[config.mk]
export PLATFORM = sky130hd
export DESIGN_NAME = ubl_top
export DESIGN_NICKNAME = d
export VERILOG_FILES = /design/src/ubl_pkg.sv /design/src/ubl_baud_gen.sv /design/src/ubl_id_parity.sv /design/src/ubl_top.sv
export SDC_FILE = /design/constraint.sdc
export NUM_CORES = 1
export LEC_CHECK = 0
export ABC_AREA = 1
export BUFFER_PORTS_ARGS = -buffer_cell sky130_fd_sc_hd__buf_2
export CAP_MARGIN = 30
export CORE_ASPECT_RATIO = 0.9
export CORE_UTILIZATION = 40
export CTS_CLUSTER_SIZE = 8
export DETAILED_ROUTE_END_ITERATION = 6
export GPL_ROUTABILITY_DRIVEN = 1
export PLACE_DENSITY = 0.6
export SETUP_SLACK_MARGIN = 0.4
export SLEW_MARGIN = 40
export SYNTH_ARGS = -nofsm -noshare
export SYNTH_HDL_FRONTEND = slang
export SYNTH_SLANG_ARGS = --single-unit
[constraint.sdc]
create_clock -name CLK -period 5.52 [get_ports CLK]
set_clock_uncertainty 0.05 [all_clocks]
set_input_delay 0.552 -clock CLK [delete_from_list [all_inputs] [get_ports CLK]]
set_output_delay 0.552 -clock CLK [all_outputs]
set_load 0.05 [all_outputs]
[src/ubl_pkg.sv]
package ubl_pkg;
  // ************************************************************
  // register map (byte addresses)
  // ************************************************************
  localparam logic [7:0] BAUD_GEN_OFS  = 8'h00; // baud_gen_register
  localparam logic [7:0] LIN_MODE_OFS  = 8'h04; // lin_mode_register
  localparam logic [7:0] LIN_IDENT_OFS = 8'h08; // lin_identifier_register
  localparam logic [7:0] IRQ_STAT_OFS  = 8'h0C; // sticky events, write one to clear
  localparam logic [7:0] IRQ_MASK_OFS  = 8'h10; // interrupt enables
  localparam logic [7:0] LIN_CTRL_OFS  = 8'h14; // header start pulse
  // ************************************************************
  // field layout
  // ************************************************************
  localparam int BD_DIV_LSB  = 0;  // baud_divisor [15:0]
  localparam int BD_FRAC_LSB = 16; // fraction_part [18:16]
  localparam int BD_OVER_BIT = 19; // oversample select: 1 = x8
  localparam int LM_ACT_LSB  = 0;  // node_action_field [1:0]
  localparam int LM_PDIS_BIT = 2;  // id_parity_disable
  localparam int EV_PERR_BIT = 0;  // identifier parity error
  localparam int EV_IDTX_BIT = 1;  // identifier sent
  localparam int EV_IDRX_BIT = 2;  // identifier received
  localparam int EV_W        = 3;
  // ************************************************************
  // reset values and timing
  // ************************************************************
  localparam logic [31:0] BAUD_GEN_RST = 32'h0000_0000;
  localparam logic [31:0] LIN_MODE_RST = 32'h0000_0000;
  localparam logic [7:0]  IDENT_RST    = 8'h00;
  localparam int          OVS_X16      = 16;
  localparam int          OVS_X8       = 8;
  localparam int          FRAC_STEPS   = 8;
  localparam int          FRAME_BITS   = 10; // start, 8 data, stop
  localparam int          CLK_MHZ      = 100;
  // ************************************************************
  // types
  // ************************************************************
  typedef enum logic [1:0] {ACT_PUBLISH, ACT_SUBSCRIBE, ACT_IGNORE} ubl_node_act_t;
  // phase names kept apart from the indicator port names
  typedef enum logic [1:0] {PH_IDLE, PH_SEND, PH_RECV, PH_SKIP} ubl_rsp_t;
  typedef struct packed {
    logic [15:0] divisor;
    logic [2:0]  frac;
    logic        over;
  } ubl_baud_cfg_t;
  typedef struct packed {
    logic       valid;
    logic [7:0] data;
  } ubl_byte_t;
endpackage : ubl_pkg

[src/ubl_baud_gen.sv]
`timescale 1ns/1ps
// fractional baud divider: one pulse per sample tick, one per bit period
module ubl_baud_gen
  import ubl_pkg::*;
(
  input  wire logic              CLK,
  input  wire logic              RESET_N,
  input  wire ubl_pkg::ubl_baud_cfg_t CFG,
  output logic                   SAMPLE_TICK,
  output logic                   BIT_TICK
);
  import ubl_pkg::*;
  typedef struct packed {
    logic [18:0] acc;  // divider in eighths
    logic [3:0]  ovs;  // sample counter
    logic        samp;
    logic        bit_t;
  } ubl_bg_st_t;
  ubl_bg_st_t st_reg, st_next;
  logic [18:0] step_lim; // divisor*8 + frac
  logic [3:0]  ovs_lim;

  // ************************************************************
  // sample divider: eighths accumulate up to divisor*8 + fraction
  // ************************************************************
  always_comb begin
    step_lim = {CFG.divisor, 3'b000} + {16'h0000, CFG.frac};
    ovs_lim  = CFG.over ? 4'(OVS_X8 - 1) : 4'(OVS_X16 - 1);
    st_next      = st_reg;
    st_next.samp  = 1'b0;
    st_next.bit_t = 1'b0;
    if (CFG.divisor == 16'h0000) begin
      // divisor zero stops the clock
      st_next.acc = '0;
      st_next.ovs = '0;
    end else if (st_reg.acc + 19'(FRAC_STEPS) >= step_lim) begin
      // carry the remainder so fractional steps average out
      st_next.acc  = st_reg.acc + 19'(FRAC_STEPS) - step_lim;
      st_next.samp = 1'b1;
      if (st_reg.ovs >= ovs_lim) begin
        st_next.ovs   = '0;
        st_next.bit_t = 1'b1;
      end else begin
        st_next.ovs = st_reg.ovs + 4'h1;
      end
    end else begin
      st_next.acc = st_reg.acc + 19'(FRAC_STEPS);
    end
  end

  always_ff @(posedge CLK or negedge RESET_N) begin
    if (!RESET_N) begin
      st_reg <= '0;
    end else begin
      st_reg <= st_next;
    end
  end

  assign SAMPLE_TICK = st_reg.samp;
  assign BIT_TICK    = st_reg.bit_t;

  // ************************************************************
  // checks
  // ************************************************************
  a_bit_spacing: assert property (@(posedge CLK) disable iff (!RESET_N)
    (BIT_TICK && CFG.divisor == 16'h0004 && CFG.frac == 3'b000 && !CFG.over && $stable(CFG))
      |=> !BIT_TICK [*8])
    else $error("bit tick too early");
  a_zero_stop: assert property (@(posedge CLK) disable iff (!RESET_N)
    (CFG.divisor == 16'h0000) [*2] |-> !SAMPLE_TICK)
    else $error("tick with zero divisor");
  c_bit_tick: cover property (@(posedge CLK) disable iff (!RESET_N) BIT_TICK);
endmodule : ubl_baud_gen

[src/ubl_id_parity.sv]
`timescale 1ns/1ps
// protected identifier: parity generation and check
module ubl_id_parity
  import ubl_pkg::*;
(
  input  wire logic       PDIS,
  input  wire logic [7:0] TX_ID,
  input  wire logic [7:0] RX_BYTE,
  output logic [7:0]      TX_BYTE,
  output logic [7:0]      RX_ID,
  output logic            RX_PERR
);
  import ubl_pkg::*;

  // parity over six identifier bits
  function automatic logic [1:0] id_par(input logic [5:0] id);
    id_par[0] = id[0] ^ id[1] ^ id[2] ^ id[4];
    id_par[1] = ~(id[1] ^ id[3] ^ id[4] ^ id[5]);
  endfunction : id_par

  // ************************************************************
  // transmit and receive paths
  // ************************************************************
  always_comb begin
    if (PDIS) begin
      TX_BYTE = TX_ID;
      RX_ID   = RX_BYTE;
      RX_PERR = 1'b0;
    end else begin
      TX_BYTE = {id_par(TX_ID[5:0]), TX_ID[5:0]};
      RX_ID   = {2'b00, RX_BYTE[5:0]};
      RX_PERR = id_par(RX_BYTE[5:0]) != RX_BYTE[7:6];
    end
  end
endmodule : ubl_id_parity

[src/ubl_top.sv]
`timescale 1ns/1ps
// ************************************************************
// Functional notes
// - x16 integer mode: clock over 16 times divisor
// - fractional: clock over 8(2-over)(divisor+fraction/8)
// - identifier bits 0-5, parity bits 6-7
// - parity on: send computed parity, drop stored
// - parity on: bad received parity flags error
// - parity on: receive stores six bits only
// - parity off: all eight bits pass unchecked
// - node actions publish, subscribe, ignore
// - response phase follows node action after identifier
// ************************************************************
module ubl_top
  import ubl_pkg::*;
(
  input  wire logic        CLK,
  input  wire logic        RESET_N,
  // axi4-lite slave
  input  wire logic        S_AXI_AWVALID,
  output logic             S_AXI_AWREADY,
  input  wire logic [7:0]  S_AXI_AWADDR,
  input  wire logic        S_AXI_WVALID,
  output logic             S_AXI_WREADY,
  input  wire logic [31:0] S_AXI_WDATA,
  input  wire logic [3:0]  S_AXI_WSTRB,
  output logic             S_AXI_BVALID,
  input  wire logic        S_AXI_BREADY,
  output logic [1:0]       S_AXI_BRESP,
  input  wire logic        S_AXI_ARVALID,
  output logic             S_AXI_ARREADY,
  input  wire logic [7:0]  S_AXI_ARADDR,
  output logic             S_AXI_RVALID,
  input  wire logic        S_AXI_RREADY,
  output logic [31:0]      S_AXI_RDATA,
  output logic [1:0]       S_AXI_RRESP,
  // serial link
  input  wire logic        LIN_RXD,
  output logic             LIN_TXD,
  // response phase indicators and interrupt
  output logic             RSP_SEND,
  output logic             RSP_RECV,
  output logic             IRQ
);
  import ubl_pkg::*;

  // ************************************************************
  // state
  // ************************************************************
  typedef enum logic [1:0] {TX_IDLE, TX_SHIFT} ubl_txs_t;
  typedef enum logic [1:0] {RX_IDLE, RX_SHIFT} ubl_rxs_t;
  typedef struct packed {
    logic            aw_got, w_got;  // write halves taken
    logic [7:0]      aw_addr;
    logic [31:0]     w_data;
    logic [3:0]      w_strb;
    logic            bvalid;
    logic [1:0]      bresp;
    logic            rvalid;
    logic [1:0]      rresp;
    logic [31:0]     rdata;
    logic [31:0]     baud_reg;       // baud_gen_register
    logic [31:0]     mode_reg;       // lin_mode_register
    logic [7:0]      ident_reg;      // identifier_char
    logic [EV_W-1:0] stat_reg;
    logic [EV_W-1:0] mask_reg;
    ubl_txs_t        txs;
    logic [3:0]      tx_cnt;         // bits left to shift
    logic [9:0]      tx_sh;
    logic            txd;
    ubl_rxs_t        rxs;
    logic [3:0]      rx_cnt;         // samples in bit
    logic [3:0]      rx_bits;
    logic [8:0]      rx_sh;
    ubl_rsp_t        rsp;
  } ubl_st_t;
  ubl_st_t st_reg, st_next;

  logic            rxd_s1, rxd_s2;   // pin synchroniser
  logic            samp_tick, bit_tick;
  ubl_baud_cfg_t   bcfg;
  logic [7:0]      tx_byte, rx_id, rx_raw;
  logic            rx_perr;
  logic            wr_fire;
  logic [EV_W-1:0] ev;
  logic [3:0]      half_smp;
  logic            act_pub, act_sub;
  logic            start_hdr;

  // ************************************************************
  // submodules
  // ************************************************************
  assign bcfg.divisor = st_reg.baud_reg[BD_DIV_LSB +: 16];
  assign bcfg.frac    = st_reg.baud_reg[BD_FRAC_LSB +: 3];
  assign bcfg.over    = st_reg.baud_reg[BD_OVER_BIT];

  ubl_baud_gen u_baud (
    .CLK         (CLK),
    .RESET_N     (RESET_N),
    .CFG         (bcfg),
    .SAMPLE_TICK (samp_tick),
    .BIT_TICK    (bit_tick)
  );

  // start bit sits in bit 0, data bits above it
  assign rx_raw = st_reg.rx_sh[8:1];
  ubl_id_parity u_par (
    .PDIS    (st_reg.mode_reg[LM_PDIS_BIT]),
    .TX_ID   (st_reg.ident_reg),
    .RX_BYTE (rx_raw),
    .TX_BYTE (tx_byte),
    .RX_ID   (rx_id),
    .RX_PERR (rx_perr)
  );

  // two flops on the receive pin
  always_ff @(posedge CLK or negedge RESET_N) begin
    if (!RESET_N) begin
      rxd_s1 <= 1'b1;
      rxd_s2 <= 1'b1;
    end else begin
      rxd_s1 <= LIN_RXD;
      rxd_s2 <= rxd_s1;
    end
  end

  // ************************************************************
  // next state
  // ************************************************************
  always_comb begin
    st_next  = st_reg;
    ev       = '0;
    wr_fire  = 1'b0;
    start_hdr = 1'b0;
    half_smp = st_reg.baud_reg[BD_OVER_BIT] ? 4'(OVS_X8 / 2 - 1) : 4'(OVS_X16 / 2 - 1);
    act_pub  = st_reg.mode_reg[LM_ACT_LSB +: 2] == ACT_PUBLISH;
    act_sub  = st_reg.mode_reg[LM_ACT_LSB +: 2] == ACT_SUBSCRIBE;
    // write address and data taken in either order
    if (S_AXI_AWVALID && S_AXI_AWREADY) begin
      st_next.aw_got  = 1'b1;
      st_next.aw_addr = S_AXI_AWADDR;
    end
    if (S_AXI_WVALID && S_AXI_WREADY) begin
      st_next.w_got  = 1'b1;
      st_next.w_data = S_AXI_WDATA;
      st_next.w_strb = S_AXI_WSTRB;
    end
    if (st_reg.aw_got && st_reg.w_got && !st_reg.bvalid) begin
      wr_fire        = 1'b1;
      st_next.aw_got = 1'b0;
      st_next.w_got  = 1'b0;
      st_next.bvalid = 1'b1;
      st_next.bresp  = 2'b00;
      case (st_reg.aw_addr)
        BAUD_GEN_OFS:  st_next.baud_reg = st_reg.w_data;
        LIN_MODE_OFS:  st_next.mode_reg = st_reg.w_data;
        LIN_IDENT_OFS: st_next.ident_reg = st_reg.w_data[7:0];
        IRQ_MASK_OFS:  st_next.mask_reg = st_reg.w_data[EV_W-1:0];
        LIN_CTRL_OFS:  start_hdr = st_reg.w_data[0];
        IRQ_STAT_OFS:  st_next.stat_reg = st_reg.stat_reg & ~st_reg.w_data[EV_W-1:0];
        default:       st_next.bresp = 2'b10; // unmapped: slave error
      endcase
    end
    if (st_reg.bvalid && S_AXI_BREADY) begin
      st_next.bvalid = 1'b0;
    end
    // read answer one cycle after address
    if (S_AXI_ARVALID && S_AXI_ARREADY) begin
      st_next.rvalid = 1'b1;
      st_next.rresp  = 2'b00;
      case (S_AXI_ARADDR)
        BAUD_GEN_OFS:  st_next.rdata = st_reg.baud_reg;
        LIN_MODE_OFS:  st_next.rdata = st_reg.mode_reg;
        LIN_IDENT_OFS: st_next.rdata = {24'h00_0000, st_reg.ident_reg};
        IRQ_STAT_OFS:  st_next.rdata = {29'h0, st_reg.stat_reg};
        IRQ_MASK_OFS:  st_next.rdata = {29'h0, st_reg.mask_reg};
        LIN_CTRL_OFS:  st_next.rdata = {28'h0, 2'(st_reg.rsp), st_reg.rxs != RX_IDLE, st_reg.txs != TX_IDLE};
        default: begin
          st_next.rdata = 32'h0000_0000;
          st_next.rresp = 2'b10;
        end
      endcase
    end else if (st_reg.rvalid && S_AXI_RREADY) begin
      st_next.rvalid = 1'b0;
    end
    // identifier transmit: start, byte, stop
    case (st_reg.txs)
      TX_IDLE: begin
        if (start_hdr) begin
          st_next.tx_sh  = {1'b1, tx_byte, 1'b0};
          st_next.tx_cnt = 4'(FRAME_BITS);
          st_next.txs    = TX_SHIFT;
          st_next.rsp    = PH_IDLE;
        end
      end
      TX_SHIFT: begin
        if (bit_tick) begin
          st_next.txd   = st_reg.tx_sh[0];
          st_next.tx_sh = {1'b1, st_reg.tx_sh[9:1]};
          st_next.tx_cnt = st_reg.tx_cnt - 4'h1;
          if (st_reg.tx_cnt == 4'h0) begin
            st_next.txd = 1'b1;
            st_next.txs = TX_IDLE;
            ev[EV_IDTX_BIT] = 1'b1;
          end
        end
      end
      default: st_next.txs = TX_IDLE;
    endcase
    // identifier receive, sampling mid bit
    case (st_reg.rxs)
      RX_IDLE: begin
        if (samp_tick && !rxd_s2 && st_reg.txs == TX_IDLE) begin
          st_next.rxs     = RX_SHIFT;
          st_next.rx_cnt  = 4'h0;
          st_next.rx_bits = 4'h0;
        end
      end
      RX_SHIFT: begin
        if (samp_tick) begin
          st_next.rx_cnt = st_reg.rx_cnt + 4'h1;
          if (st_reg.rx_cnt == half_smp) begin
            st_next.rx_sh   = {rxd_s2, st_reg.rx_sh[8:1]};
            st_next.rx_bits = st_reg.rx_bits + 4'h1;
          end
          if (st_reg.rx_cnt == (st_reg.baud_reg[BD_OVER_BIT] ? 4'(OVS_X8 - 1) : 4'(OVS_X16 - 1))) begin
            st_next.rx_cnt = 4'h0;
            if (st_reg.rx_bits == 4'(FRAME_BITS - 1)) begin
              st_next.rxs = RX_IDLE;
            end
          end
        end
      end
      default: st_next.rxs = RX_IDLE;
    endcase
    // completed frame: start then 8 data bits in rx_sh, stop not waited for
    if (st_reg.rxs == RX_SHIFT && st_next.rxs == RX_IDLE) begin
      st_next.ident_reg = rx_id;
      ev[EV_IDRX_BIT]   = 1'b1;
      ev[EV_PERR_BIT]   = rx_perr;
    end
    // response phase chosen after the identifier
    if (ev[EV_IDTX_BIT] || ev[EV_IDRX_BIT]) begin
      st_next.rsp = act_pub ? PH_SEND : (act_sub ? PH_RECV : PH_SKIP);
    end
    // sticky events, set beats clear
    st_next.stat_reg = st_next.stat_reg | ev;
  end

  always_ff @(posedge CLK or negedge RESET_N) begin
    if (!RESET_N) begin
      st_reg          <= '0;
      st_reg.baud_reg <= BAUD_GEN_RST;
      st_reg.mode_reg <= LIN_MODE_RST;
      st_reg.ident_reg <= IDENT_RST;
      st_reg.txd      <= 1'b1;
      st_reg.txs      <= TX_IDLE;
      st_reg.rxs      <= RX_IDLE;
      st_reg.rsp      <= PH_IDLE;
      st_reg.rx_sh    <= '0;
    end else begin
      st_reg <= st_next;
    end
  end

  // ************************************************************
  // outputs
  // ************************************************************
  assign S_AXI_AWREADY = !st_reg.aw_got;
  assign S_AXI_WREADY  = !st_reg.w_got;
  assign S_AXI_BVALID  = st_reg.bvalid;
  assign S_AXI_BRESP   = st_reg.bresp;
  assign S_AXI_ARREADY = !st_reg.rvalid;
  assign S_AXI_RVALID  = st_reg.rvalid;
  assign S_AXI_RDATA   = st_reg.rdata;
  assign S_AXI_RRESP   = st_reg.rresp;
  assign LIN_TXD       = st_reg.txd;
  assign RSP_SEND      = st_reg.rsp == PH_SEND;
  assign RSP_RECV      = st_reg.rsp == PH_RECV;
  assign IRQ           = |(st_reg.stat_reg & st_reg.mask_reg);

  // ************************************************************
  // checks
  // ************************************************************
  a_rx_upper_zero: assert property (@(posedge CLK) disable iff (!RESET_N)
    ($rose(st_reg.stat_reg[EV_IDRX_BIT]) && !st_reg.mode_reg[LM_PDIS_BIT]) |-> st_reg.ident_reg[7:6] == 2'b00)
    else $error("upper identifier bits kept");
  a_perr_off: assert property (@(posedge CLK) disable iff (!RESET_N)
    (st_reg.mode_reg[LM_PDIS_BIT] && $stable(st_reg.stat_reg[EV_PERR_BIT]) == 1'b0) |-> !st_reg.mode_reg[LM_PDIS_BIT] || !st_reg.stat_reg[EV_PERR_BIT] || $past(st_reg.stat_reg[EV_PERR_BIT]) || !$past(st_reg.mode_reg[LM_PDIS_BIT]))
    else $error("parity error with parity off");
  a_tx_frame_len: assert property (@(posedge CLK) disable iff (!RESET_N)
    (st_reg.txs == TX_SHIFT && st_next.txs == TX_IDLE) |-> st_reg.tx_cnt == 4'h0 && LIN_TXD && st_reg.tx_sh == 10'h3FF)
    else $error("header frame length wrong");
  a_tx_parity: assert property (@(posedge CLK) disable iff (!RESET_N)
    (!st_reg.mode_reg[LM_PDIS_BIT]) |-> tx_byte[6] == (st_reg.ident_reg[0] ^ st_reg.ident_reg[1] ^ st_reg.ident_reg[2] ^ st_reg.ident_reg[4]))
    else $error("parity bit 6 wrong");
  a_rsp_follow: assert property (@(posedge CLK) disable iff (!RESET_N)
    ($rose(st_reg.stat_reg[EV_IDTX_BIT]) && $past(act_pub)) |-> RSP_SEND)
    else $error("response phase mismatch");
  a_irq_level: assert property (@(posedge CLK) disable iff (!RESET_N)
    (st_reg.stat_reg & st_reg.mask_reg) != '0 |-> IRQ)
    else $error("interrupt not raised");
  a_bresp_hold: assert property (@(posedge CLK) disable iff (!RESET_N)
    (S_AXI_BVALID && !S_AXI_BREADY) |=> S_AXI_BVALID)
    else $error("write answer dropped");
  a_one_tx: assert property (@(posedge CLK) disable iff (!RESET_N)
    !(RSP_SEND && RSP_RECV))
    else $error("send and receive both set");
  c_hdr_tx: cover property (@(posedge CLK) disable iff (!RESET_N) $rose(st_reg.stat_reg[EV_IDTX_BIT]));
  c_hdr_rx: cover property (@(posedge CLK) disable iff (!RESET_N) $rose(st_reg.stat_reg[EV_IDRX_BIT]));
  c_perr:   cover property (@(posedge CLK) disable iff (!RESET_N) $rose(st_reg.stat_reg[EV_PERR_BIT]));
endmodule : ubl_top

# == Word level (Yosys, flattened, before mapping) ==
# Index checks and enable logic that the tools add are counted.
# op_classes
eq_ne,25
bitwise_logic,18
add_sub_neg,7
order_cmp,2
mux,51
reduce_logical,51
# op_table
op,n
$pmux 32 s6,1
$mux 19,2
$eq 8x4->1 const B,4
$eq 8x5->1 const B,4
$mux 8,4
$pmux 14 s2,1
$reduce_bool 2->1,13
$mux 23,1
$mux 2,10
$add 19x3->19,1
$add 19x4->19 const B,1
$ge 19x19->1,1
$sub 19x19->19,1
$mux 17,1
$eq 8x3->1 const B,2
$logic_not 16->1,1
$logic_not 8->1,2
$mux 1,16
$mux 16,1
$pmux 8 s2,1
$mux 14,1
$mux 13,1
$add 4x1->4 const B,3
$mux 3,4
other kinds (29),77
# totals
ff_bits,223
in_bits,60

# == Depth between registers and ports, before layout ==
# Gate-level depths: netlist (run 1).
# depth
ltp_word,11
depth_mapped,20
depth_no_buf,20

# == By module ==
# From an unflattened synthesis (run 1), not the netlist that was laid out.
# unflattened
cells_unflattened,1488
hier_area_um2,11608.6
# modules_own_cells
module,area_per_inst_um2,instances,cells_per_inst,seq_area_each_um2
ubl_top,8730.9,1,1043,4858.4
ubl_baud_gen,2572.5,1,391,625.6
ubl_id_parity,305.3,1,54,0.0

# == Worst setup path before layout (run 1) ==
# Ideal clock, no wire load.
# synth_timing
path_kind,reg-to-reg
start,register u_baud.st_reg[9] in the netlist's numbering
end,register u_baud.st_reg[16] in the netlist's numbering
stages_incl_launch_ff,19
arrival_ns,2.496
setup_ns,0.074
required_time_ns,5.396
n_path_buf,1
period_less_slack_ns,2.620
slack_ns,2.900
path_cell_list,dfrtp_1 ha_1 nand2_1 nor2_1 nand2_1 nor3_1 xnor2_1 inv_1 ha_1 nand2_1 nor2_1 nand2_1 nand2_1 nor2_1 nand2_4 nor2_4 buf_6 nand2_1 o21ai_2
# synth_lines
item,line_no,text
start: declaration,ubl_baud_gen.sv:19,"ubl_bg_st_t st_reg, st_next;"
start signal: assignment,ubl_baud_gen.sv:55,st_reg <= st_next;

# == Worst setup path in the final report (run 1) ==
# layout_timing
start,register u_baud.st_reg[9] in the netlist's numbering
end,register u_baud.st_reg[4] in the netlist's numbering
# layout_via
elab_chain_cells,3
# layout_lines
item,line_no,text
$add 19x4->19,ubl_baud_gen.sv:36,end else if (st_reg.acc + 19'(FRAC_STEPS) >= step_lim) begin
$ge 19x19->1,ubl_baud_gen.sv:36,
$reduce_bool 2->1 (no line),-,
# Every way passes these cells.
# A chain may end at the register's enable or synchronous reset.

==> metrics.txt, run 1 <==
clk root buf clkbuf_16; Total Power Consumption between 5000 and 6000 uW; count of buffers inserted at the top-level ports 98; worst endpoint required time 5.95 ns; commonest register cell after synthesis dfrtp_1; die height 161 um; max reg flops 127; EDFF count, synth 0; synthesized instance count 1401; kind of start point of the critical path flop; area share of the largest cell type after synthesis 47.8%; setup repair after global routing missed its margin false; effective utilization at floorplan 41.3%; Synth area leader dfrtp_1; worst setup path category reg2reg; pin count of the biggest net entering global routing 66; TritonCTS clock tree done; time the final worst path needs with I/O delays and setup 3.39 ns; minimum hold slack 0.0542 ns; flops & latches, synth 219; number of buffers created by CTS 31; violations in the final reports DRC; Max Fanout on Critical Path 16; antenna cells 0; critical path arrival about 3.8 ns; main area contributors after synthesis dfrtp_1 48%, nand2_1 12%, inv_1 5.7%; sum of net half-perimeters after detailed placement 21000 um; number of vias per cell 4.99; proportion of synthesized chip area in sequential cells 48.5%; number of top-level pins 105; final hold vios 0; overall routed net length between 20000 and 30000 um; area added between synthesis and finish 13.2%; transition time of the tightest slew-check pin ~0.67 ns; total number of nets in the final design 1555; LEAKAGE 0.00665 uW; combined global-route utilization of all metal layers a little over a fifth; class of the worst hold path in2reg; critical path launch point u_baud.st_reg[9]; number of global-route vias before repair between 8k and 9k; warnings from Yosys 0; Routability Congestion between 0.9 and 1; proportion of synthesized flip-flops having asynchronous set or reset 100%; setup fix buffers added after clock tree synthesis 0; worst max-slew margin expressed relative to the limit 54.2%; clock latency on the worst-skew pair approximately 0.55 ns; Highest Clock Rate approximately 290 MHz; Syn Std Cell Area 11300 um^2; placeable core area about 27000 um^2; count of pins over their slew limit 0; per-cell routed wire length 15.9 um; share of cells above drive strength 1 12.5%; initial antenna violation count 0; Final Core Density 46.7%; first-pass GRT wire length 47800 um; Max Root-Sink Buffers 3; clock-pin slew of the registers on the worst-case setup and hold paths about 0.050 ns; Distinct cells, synth 44; DRC 14; DRT Pass-1 Iters 7; filler-free cell count of the finished design 1831; worst vdd ir 256 uV; start point of the worst min-delay path LIN_RXD; most frequently used cell type in the post-synthesis netlist nand2_1; Crit. End Element flop; total via count after detailed routing 9132; result of the run complete, but fails checks; period utilisation layout 61.5%; origin of the critical flop-to-flop path u_baud.st_reg[9]; H-tree lvl count 1; total instance count after detailed placement 1786; number of nets with antenna violations after detailed routing 0; row cnt between 50 and 60; horizontal die dimension 179 um; Fin Setup TNS 0 ns; number of sinks handled by clock tree synthesis 219; Synth top cells by count 349 x nand2_1, 216 x dfrtp_1, 171 x inv_1, 124 x o21ai_0, 119 x nor2_1; max capacitance violation total 0; Finish-stage setup viols 0; total die area between 20000 and 30000 um^2; Cell Pwr Density 467 nW/um^2; detailed router's first-iteration violation count between 700 and 800; global-route congestion overflow total 0; Post-Syn Area per Cell 8.07 um^2
## cell usage in the layout (no fill, tap or decap), types with 19 or more instances in the layout
cell type and n:
nand2_1 348, dfrtp_1 216, inv_1 171, o21ai_0 124, nor2_1 118, nand3_1 99
buf_2 97, a21oi_1 66, clkbuf_16 32, ha_1 27, xnor2_1 19
## critical path, cell delays in order, from the launching register on
cell	delay, ns
dfrtp_1	0.40
ha_1	0.23
nand2_1	0.07
nor2_1	0.25
nand2_1	0.15
nor3_1	0.21
xnor2_1	0.15
inv_1	0.10
ha_1	0.38
nand2_1	0.14
nor2_1	0.16
nand2_1	0.10
nor3_2	0.15
nor2_1	0.09
nand2_4	0.17
nand2_4	0.20
inv_1	0.20
nand2_1	0.08
nand2_1	0.06
## routing by layer
layer	part of all wire [%]	global-route usage, %	vias to the layer above
li1	-	-	4591
met1	51	32.4	4240
met2	41	30.4	252
met3	6.2	3.32	49
met4	2.1	4.97	0
met5	0	0	-
## cell type report
cell class,instances,area (um^2)
flip-flops and latches,219,5480
fillers,2750,14600
well taps,354,443
clock buffers,41,823
clock inverters,2,25.0
repair buffers,109,643
multi-input cells,930,4720
inverters,176,661
## metrics by stage
stage / setup WS [ns] / instance area, um^2
global route: 1.76 / 12800
CTS: 2.12 / 12800
floorplan: 2.90 / 11300
detailed placement: 2.14 / 11900
global placement: 2.19 / 11900
finish: 2.13 / 12800
## power by group
part / switching, uW / total [uW] / leakage (uW) / internal, uW
Combinational: 1590 / 2290 / 0.00333 / 699
Clock: 663 / 1680 / 0.000414 / 1020
Sequential: 131 / 2010 / 0.00290 / 1870
## worst paths after layout
kind	cells past startpoint	end	slack [ns]
worst max-delay path	18	u_baud.st_reg[4]	2.13
worst min-delay path	1	rxd_s1	0.05
worst max register to register	18	u_baud.st_reg[4]	2.13
worst min register to register	0	rxd_s2	0.31
max in group asynchronous	4	rxd_s2	3.85
min in group asynchronous	2	st_reg[186]	0.41
## logic make-up after synthesis
| logic type | Yosys count | synth area share (%) |
|---|---|---|
| buffers and inverters | 254 | 9.92 |
| other | 1 | 0.0332 |
| multiplexers | 4 | 0.399 |
| XOR/XNOR | 35 | 2.71 |
| AO/OA/AOI/OAI | 250 | 12.6 |
| adder cells (fa/ha/maj) | 28 | 3.17 |
| flip-flops | 219 | 48.5 |
| AND/OR/NAND/NOR | 610 | 22.7 |
## repair_timing
| item | 4_1_cts | 5_1_grt |
|---|---|---|
| setup endpoints to repair | 0 | 0 |
| endpoints found under the hold margin | 30 | 0 |
| hold buffers | 1 | 0 |
| gates resized for setup | 0 | 0 |
No activity file was read; power rests on OpenSTA's default activity.
==> run 2, diff against run 1 <==
--- a/config.mk
+++ b/config.mk
@@ -13,7 +13,7 @@
 export CTS_CLUSTER_SIZE = 8
 export DETAILED_ROUTE_END_ITERATION = 6
 export GPL_ROUTABILITY_DRIVEN = 1
-export PLACE_DENSITY = 0.6
+export PLACE_DENSITY = 0.63
 export SETUP_SLACK_MARGIN = 0.4
 export SLEW_MARGIN = 40
 export SYNTH_ARGS = -nofsm -noshare
==> constraint.sdc (replaced) <==
create_clock -name CLK -period 2.75 [get_ports CLK]
set_clock_uncertainty 0.05 [all_clocks]
set_input_delay 0.275 -clock CLK [delete_from_list [all_inputs] [get_ports CLK]]
set_output_delay 0.275 -clock CLK [all_outputs]
set_load 0.05 [all_outputs]
==> run 2 against run 1 <==
  * The flow still finishes with violations (DRC)
  * Combinational power rose to 2.5 times the previous value
  * Global-route usage rose by 0.062 points
  * Highest routed layer unchanged
  * Non-clock buffer count rose by 87
  * Design area rose by 9.6%
  * Setup slack got worse by 2.1 ns
  * Sequential cell count did not move
  * Largest cell class unchanged
  * Clock power rose by 110%
  * Sequential power rose by 100%
  * Critical endpoint is now u_baud.st_reg[3]
  * Core utilization rose by 4.5 points
==> metrics.txt, run 2 (synthesis results as in run 1) <==
result of the run complete, but fails checks; violations in the final reports DRC; clk root buf clkbuf_16; area of the multi-input gates 5100 um^2; area taken by flip-flops and latches 5490 um^2; count of buffers inserted at the top-level ports between 90 and 100; DRC 4; TritonCTS clock tree done; count of pins over their slew limit 0; commonest non-fill, non-tap cell in the layout nand2_1; worst vdd ir 520 uV; first-pass GRT wire length 48500 um; setup repair after global routing missed its margin true; number of vias per cell a little under 5; number of buffers created by CTS 31; combined global-route utilization of all metal layers about a fifth; area added between synthesis and finish 24.1%; worst setup path category reg2reg; Max Fanout on Critical Path 6; fillers 2623; transition time of the tightest slew-check pin 0.766 ns; pin count of the biggest net entering global routing 72; Cell Pwr Density between 900 and 1000 nW/um^2; total die area 28900 um^2; max reg flops 127; detailed router's first-iteration violation count 684; Crit. End Element flop; Highest Clock Rate 366 MHz; maximum cell stage delay along the critical path 0.43 ns; worst endpoint required time 3.18 ns; per-cell routed wire length between 15 and 20 um; die height ~160 um; initial antenna violation count 1; placeable core area 27400 um^2; horizontal die dimension 179 um; kind of start point of the critical path flop; clock latency on the worst-skew pair 0.56 ns; dpl ws -0.105 ns; max capacitance violation total 0; number of top-level pins 105; share of cells above drive strength 1 18.6%; Max Root-Sink Buffers 3; Finish-stage setup viols 0; Fin Setup TNS 0 ns; Routability Congestion ~0.92; worst max-slew margin expressed relative to the limit 48.8%; clock-pin slew of the registers on the worst-case setup and hold paths 0.05 ns; H-tree lvl count 1; global-route congestion overflow total 0; total via count after detailed routing around 9.6k; period utilisation layout 99.5%; critical path arrival 3.17 ns; final hold vios 0; worst-path cell chain ha_4 -> nand2_4 -> nor2_4 -> nand2_4 -> nor3_4 -> xnor2_2 -> inv_2 -> ha_4 -> nand2_4 -> nor2_4 -> nand2_2 -> nor3_4 -> nor2_2 -> nand2_4 -> nand2_8 -> buf_6 -> o21ai_4; Finished Cell Area 14000 um^2; class of the worst hold path in2reg; worst-path cell with the longest stage delay dfrtp_2; placed inst area 12300 um^2; LEAKAGE around 0.0071 uW; DRT Pass-1 Iters 7; sum of net half-perimeters after detailed placement ~21000 um; time the final worst path needs with I/O delays and setup 2.74 ns; overall routed net length a little under 30000 um; most used cells in the layout excluding fill and tap cells 330 x nand2_1, 215 x dfrtp_1, 163 x inv_1, 117 x o21ai_0, 108 x nor2_1; number of sinks handled by clock tree synthesis roughly 220; CP dominant cell by count nand2_4; row cnt 57; effective utilization at floorplan 41.3%; min setup slack post-route 0.0142 ns; total number of nets in the final design 1642; number of global-route vias before repair roughly 9.3k; number of nets with antenna violations after detailed routing 0
run 2: final cells by class:
type,count,area share (%)
Tap cell,354,3.16
Clock inverter,1,0.143
Clock buffer,56,6.27
Antenna cell,1,0.0178
Multi-Input combinational cell,930,36.3
Timing Repair Buffer,196,10.2
Inverter,176,4.74
Sequential cell,219,39.1
run 2: path summary, 6_finish.rpt:
check	startpoint	to	slack, ns	cells after the start
worst max-delay path	u_baud.st_reg[9]	u_baud.st_reg[3]	0.01	17
worst min-delay path	S_AXI_ARVALID	S_AXI_RDATA[2]	0.09	4
worst max register to register	u_baud.st_reg[9]	u_baud.st_reg[3]	0.01	17
worst min register to register	rxd_s1	rxd_s2	0.31	0
max in group asynchronous	RESET_N	LIN_TXD	1.63	3
min in group asynchronous	RESET_N	S_AXI_BVALID	0.21	2
run 2: per-stage QoR:
stage | power (uW) | hold WS, ns | cells | utilization, %
2_1_floorplan | 7650 | -0.0706 | 1403 | -
3_3_place_gp | 9040 | 0.218 | 1819 | 44.8
3_5_place_dp | 9110 | 0.221 | 1819 | 44.8
4_1_cts | 13000 | 0.0860 | 1928 | 50.5
5_1_grt | 14300 | 0.111 | 1932 | 51.2
6_report | 13300 | 0.0922 | 1933 | 51.2
run 2: routing by layer:
| metal | share of wire [%] | up-vias | track usage (%) |
|---|---|---|---|
| met4 | 2.3 | 0 | 5.35 |
| met1 | 48 | 4567 | 30.8 |
| met5 | 0 | - | 0 |
| met3 | 4.5 | 50 | 2.73 |
| li1 | - | 4776 | - |
| met2 | 46 | 223 | 32.8 |
run 2: critical path: cells and delay by family (launching register included):
family                   cells  cell delay, ns
AO/OA/AOI/OAI                1            0.14
XOR/XNOR                     1            0.14
flip-flops                   1            0.43
buffers and inverters        2            0.24
AND/OR/NAND/NOR             11            1.16
adder cells (fa/ha/maj)      2            0.47
run 2: power breakdown:
group | internal (uW) | switching (uW) | total (uW)
Sequential | 3760 | 262 | 4020
Clock | 2130 | 1390 | 3520
Combinational | 2200 | 3580 | 5770
Total | 8090 | 5230 | 13300
run 2: what timing repair did:
action,4_1_cts,5_1_grt
cloned,0,1
pin swaps,8,21
endpoints found under the setup margin,25,25
setup buffers,8,3
resized for setup,37,39
hold buffers,44,0
endpoints found under the hold margin,110,0
==> run 3, diff against run 2 <==
--- a/config.mk
+++ b/config.mk
@@ -13,6 +13,7 @@
 export CTS_CLUSTER_SIZE = 8
 export DETAILED_ROUTE_END_ITERATION = 6
 export GPL_ROUTABILITY_DRIVEN = 1
+export GPL_TIMING_DRIVEN = 0
 export PLACE_DENSITY = 0.63
 export SETUP_SLACK_MARGIN = 0.4
 export SLEW_MARGIN = 40
==> run 3 against run 2 <==
  * The run still ends with DRC left
  * Clock power shrank 4%
  * Maximum frequency is 1.7% higher
  * Worst hold slack gained 0.0024 ns
  * Critical path depth increased by 3
  * Design area is 1.4% higher
  * Highest routed layer unchanged
  * Largest power group unchanged
  * Total power down 1.3%
  * Sequential share of layout area is 0.53 points lower
==> metrics.txt, run 3 (synthesis results as in run 1) <==
Crit. End Element flop; time the final worst path needs with I/O delays and setup 2.69 ns; effective utilization at floorplan 41.3%; total via count after detailed routing 9948; Routability Congestion 0.878; total number of nets in the final design 1690; commonest non-fill, non-tap cell in the layout nand2_1; H-tree lvl count 1; worst max-slew margin expressed relative to the limit 55.8%; worst vdd ir 533 uV; setup repair after global routing missed its margin true; maximum cell stage delay along the critical path 0.43 ns; antenna cells 0; kind of start point of the critical path flop; Total Power Consumption 13100 uW; result of the run complete, but fails checks; Max Root-Sink Buffers 3; combined global-route utilization of all metal layers 22.6%; TritonCTS clock tree done; count of pins over their slew limit 0; sum of net half-perimeters after detailed placement 22900 um; first-pass GRT wire length 51300 um; Highest Clock Rate ~370 MHz; Bufs and invs on worst path 4; Top delay family on crit path simple AND/OR/NAND/NOR gates; placeable core area 27400 um^2; clock latency on the worst-skew pair between 0.5 and 0.6 ns; per-cell routed wire length 16.1 um; CP dominant cell by count nand2_1; initial antenna violation count 0; max capacitance violation total 0; DRC 2; number of top-level pins between 100 and 150; global-route congestion overflow total 0; worst-case register-to-register setup slack 0.06 ns; Cell Pwr Density 923 nW/um^2; critical path arrival 3.12 ns; number of vias per cell 5.06; final hold vios 0; max reg flops 127; Finish-stage setup viols 0; worst-path cell chain nand2_1 -> nor2_2 -> nand2_4 -> inv_1 -> nand2_1 -> o22ai_2 -> inv_2 -> ha_4 -> nand2_2 -> inv_2 -> nand2_1 -> nand2_1 -> nand2_1 -> nand2_1 -> nor2_2 -> nand2_4 -> nor2_4 -> buf_6 -> nand2_1 -> o21ai_2; area added between synthesis and finish 25.9%; count of buffers inserted at the top-level ports 98; worst setup path category reg2reg; class of the worst hold path in2async; Fin Setup TNS 0 ns; DRT Pass-1 Iters 7; clock-pin slew of the registers on the worst-case setup and hold paths 0.05 ns; horizontal die dimension 179 um; violations in the final reports DRC; overall routed net length 31600 um; number of global-route vias before repair between 9k and 10k; detailed router's first-iteration violation count 655; WP depth 20; cell depth of the worst flop-to-flop path 20; die height ~160 um; row cnt 57; number of buffers created by CTS 31; period utilisation layout between 90% and 100%; total die area 28900 um^2; pin count of the biggest net entering global routing between 70 and 80; most used cells in the layout excluding fill and tap cells 325 x nand2_1, 213 x dfrtp_1, 163 x inv_1, 118 x o21ai_0, 110 x nor2_1; worst-path cell with the longest stage delay dfrtp_2; Max Fanout on Critical Path 5; clk root buf clkbuf_16; number of sinks handled by clock tree synthesis 219; LEAKAGE 0.00726 uW; share of cells above drive strength 1 19.3%; transition time of the tightest slew-check pin roughly 0.66 ns; number of nets with antenna violations after detailed routing 0; worst endpoint required time 3.18 ns
==> run 3: path summary, 6_finish.rpt <==
check	start	endpoint
worst min-delay path	RESET_N	st_reg[186]
worst max register to register	u_baud.st_reg[14]	u_baud.st_reg[16]
worst max-delay path	u_baud.st_reg[14]	u_baud.st_reg[16]
min in group CLK	S_AXI_AWVALID	st_reg[196]
max in group asynchronous	RESET_N	LIN_TXD
worst min register to register	rxd_s1	rxd_s2
==> run 3: per-layer routing <==
layer	GRT usage [%]	routed length, um	part of all wire, %
met2	35.6	14500	46
met3	3.20	1810	5.7
met5	0	0	0
met4	6.72	899	2.8
met1	32.2	14500	46
==> run 3: final cells by class <==
type	instances	area, um^2
clock buffers	43	821
repair buffers	166	1220
fillers	2626	13200
well taps	354	443
clock inverters	1	20.0
multi-input cells	930	5090
inverters	176	668
plain buffers	78	473
flip-flops and latches	219	5490
==> run 3: through the flow <==
stage | hold slack [ns] | instances | instance area (um^2) | utilization (%) | worst slack, ns
after floorplan | -0.0706 | 1403 | 11400 | - | 0.308
after global placement | 0.298 | 1855 | 12300 | 45.1 | -2.49
after detailed placement | 0.0694 | 1859 | 12500 | 45.5 | -0.134
after CTS | 0.0807 | 1959 | 14000 | 51.1 | 0.0146
after global routing | 0.0877 | 1967 | 14200 | 52.0 | -0.130
final | 0.0946 | 1967 | 14200 | 52.0 | 0.0612
==> run 3: timing repair <==
action	in CTS	in global routing
resized for setup	43	45
setup buffers	11	7
hold buffers	44	0
endpoints found under the hold margin	190	0
pin swaps	19	22
gates cloned	1	1
endpoints found under the setup margin	25	25
==> run 3: where the power goes <==
part | internal [uW] | switching, uW | leakage [uW] | total [uW]
Clock | 2030 | 1350 | 0.000406 | 3380
Sequential | 3770 | 281 | 0.00290 | 4050
Combinational | 2110 | 3600 | 0.00395 | 5710
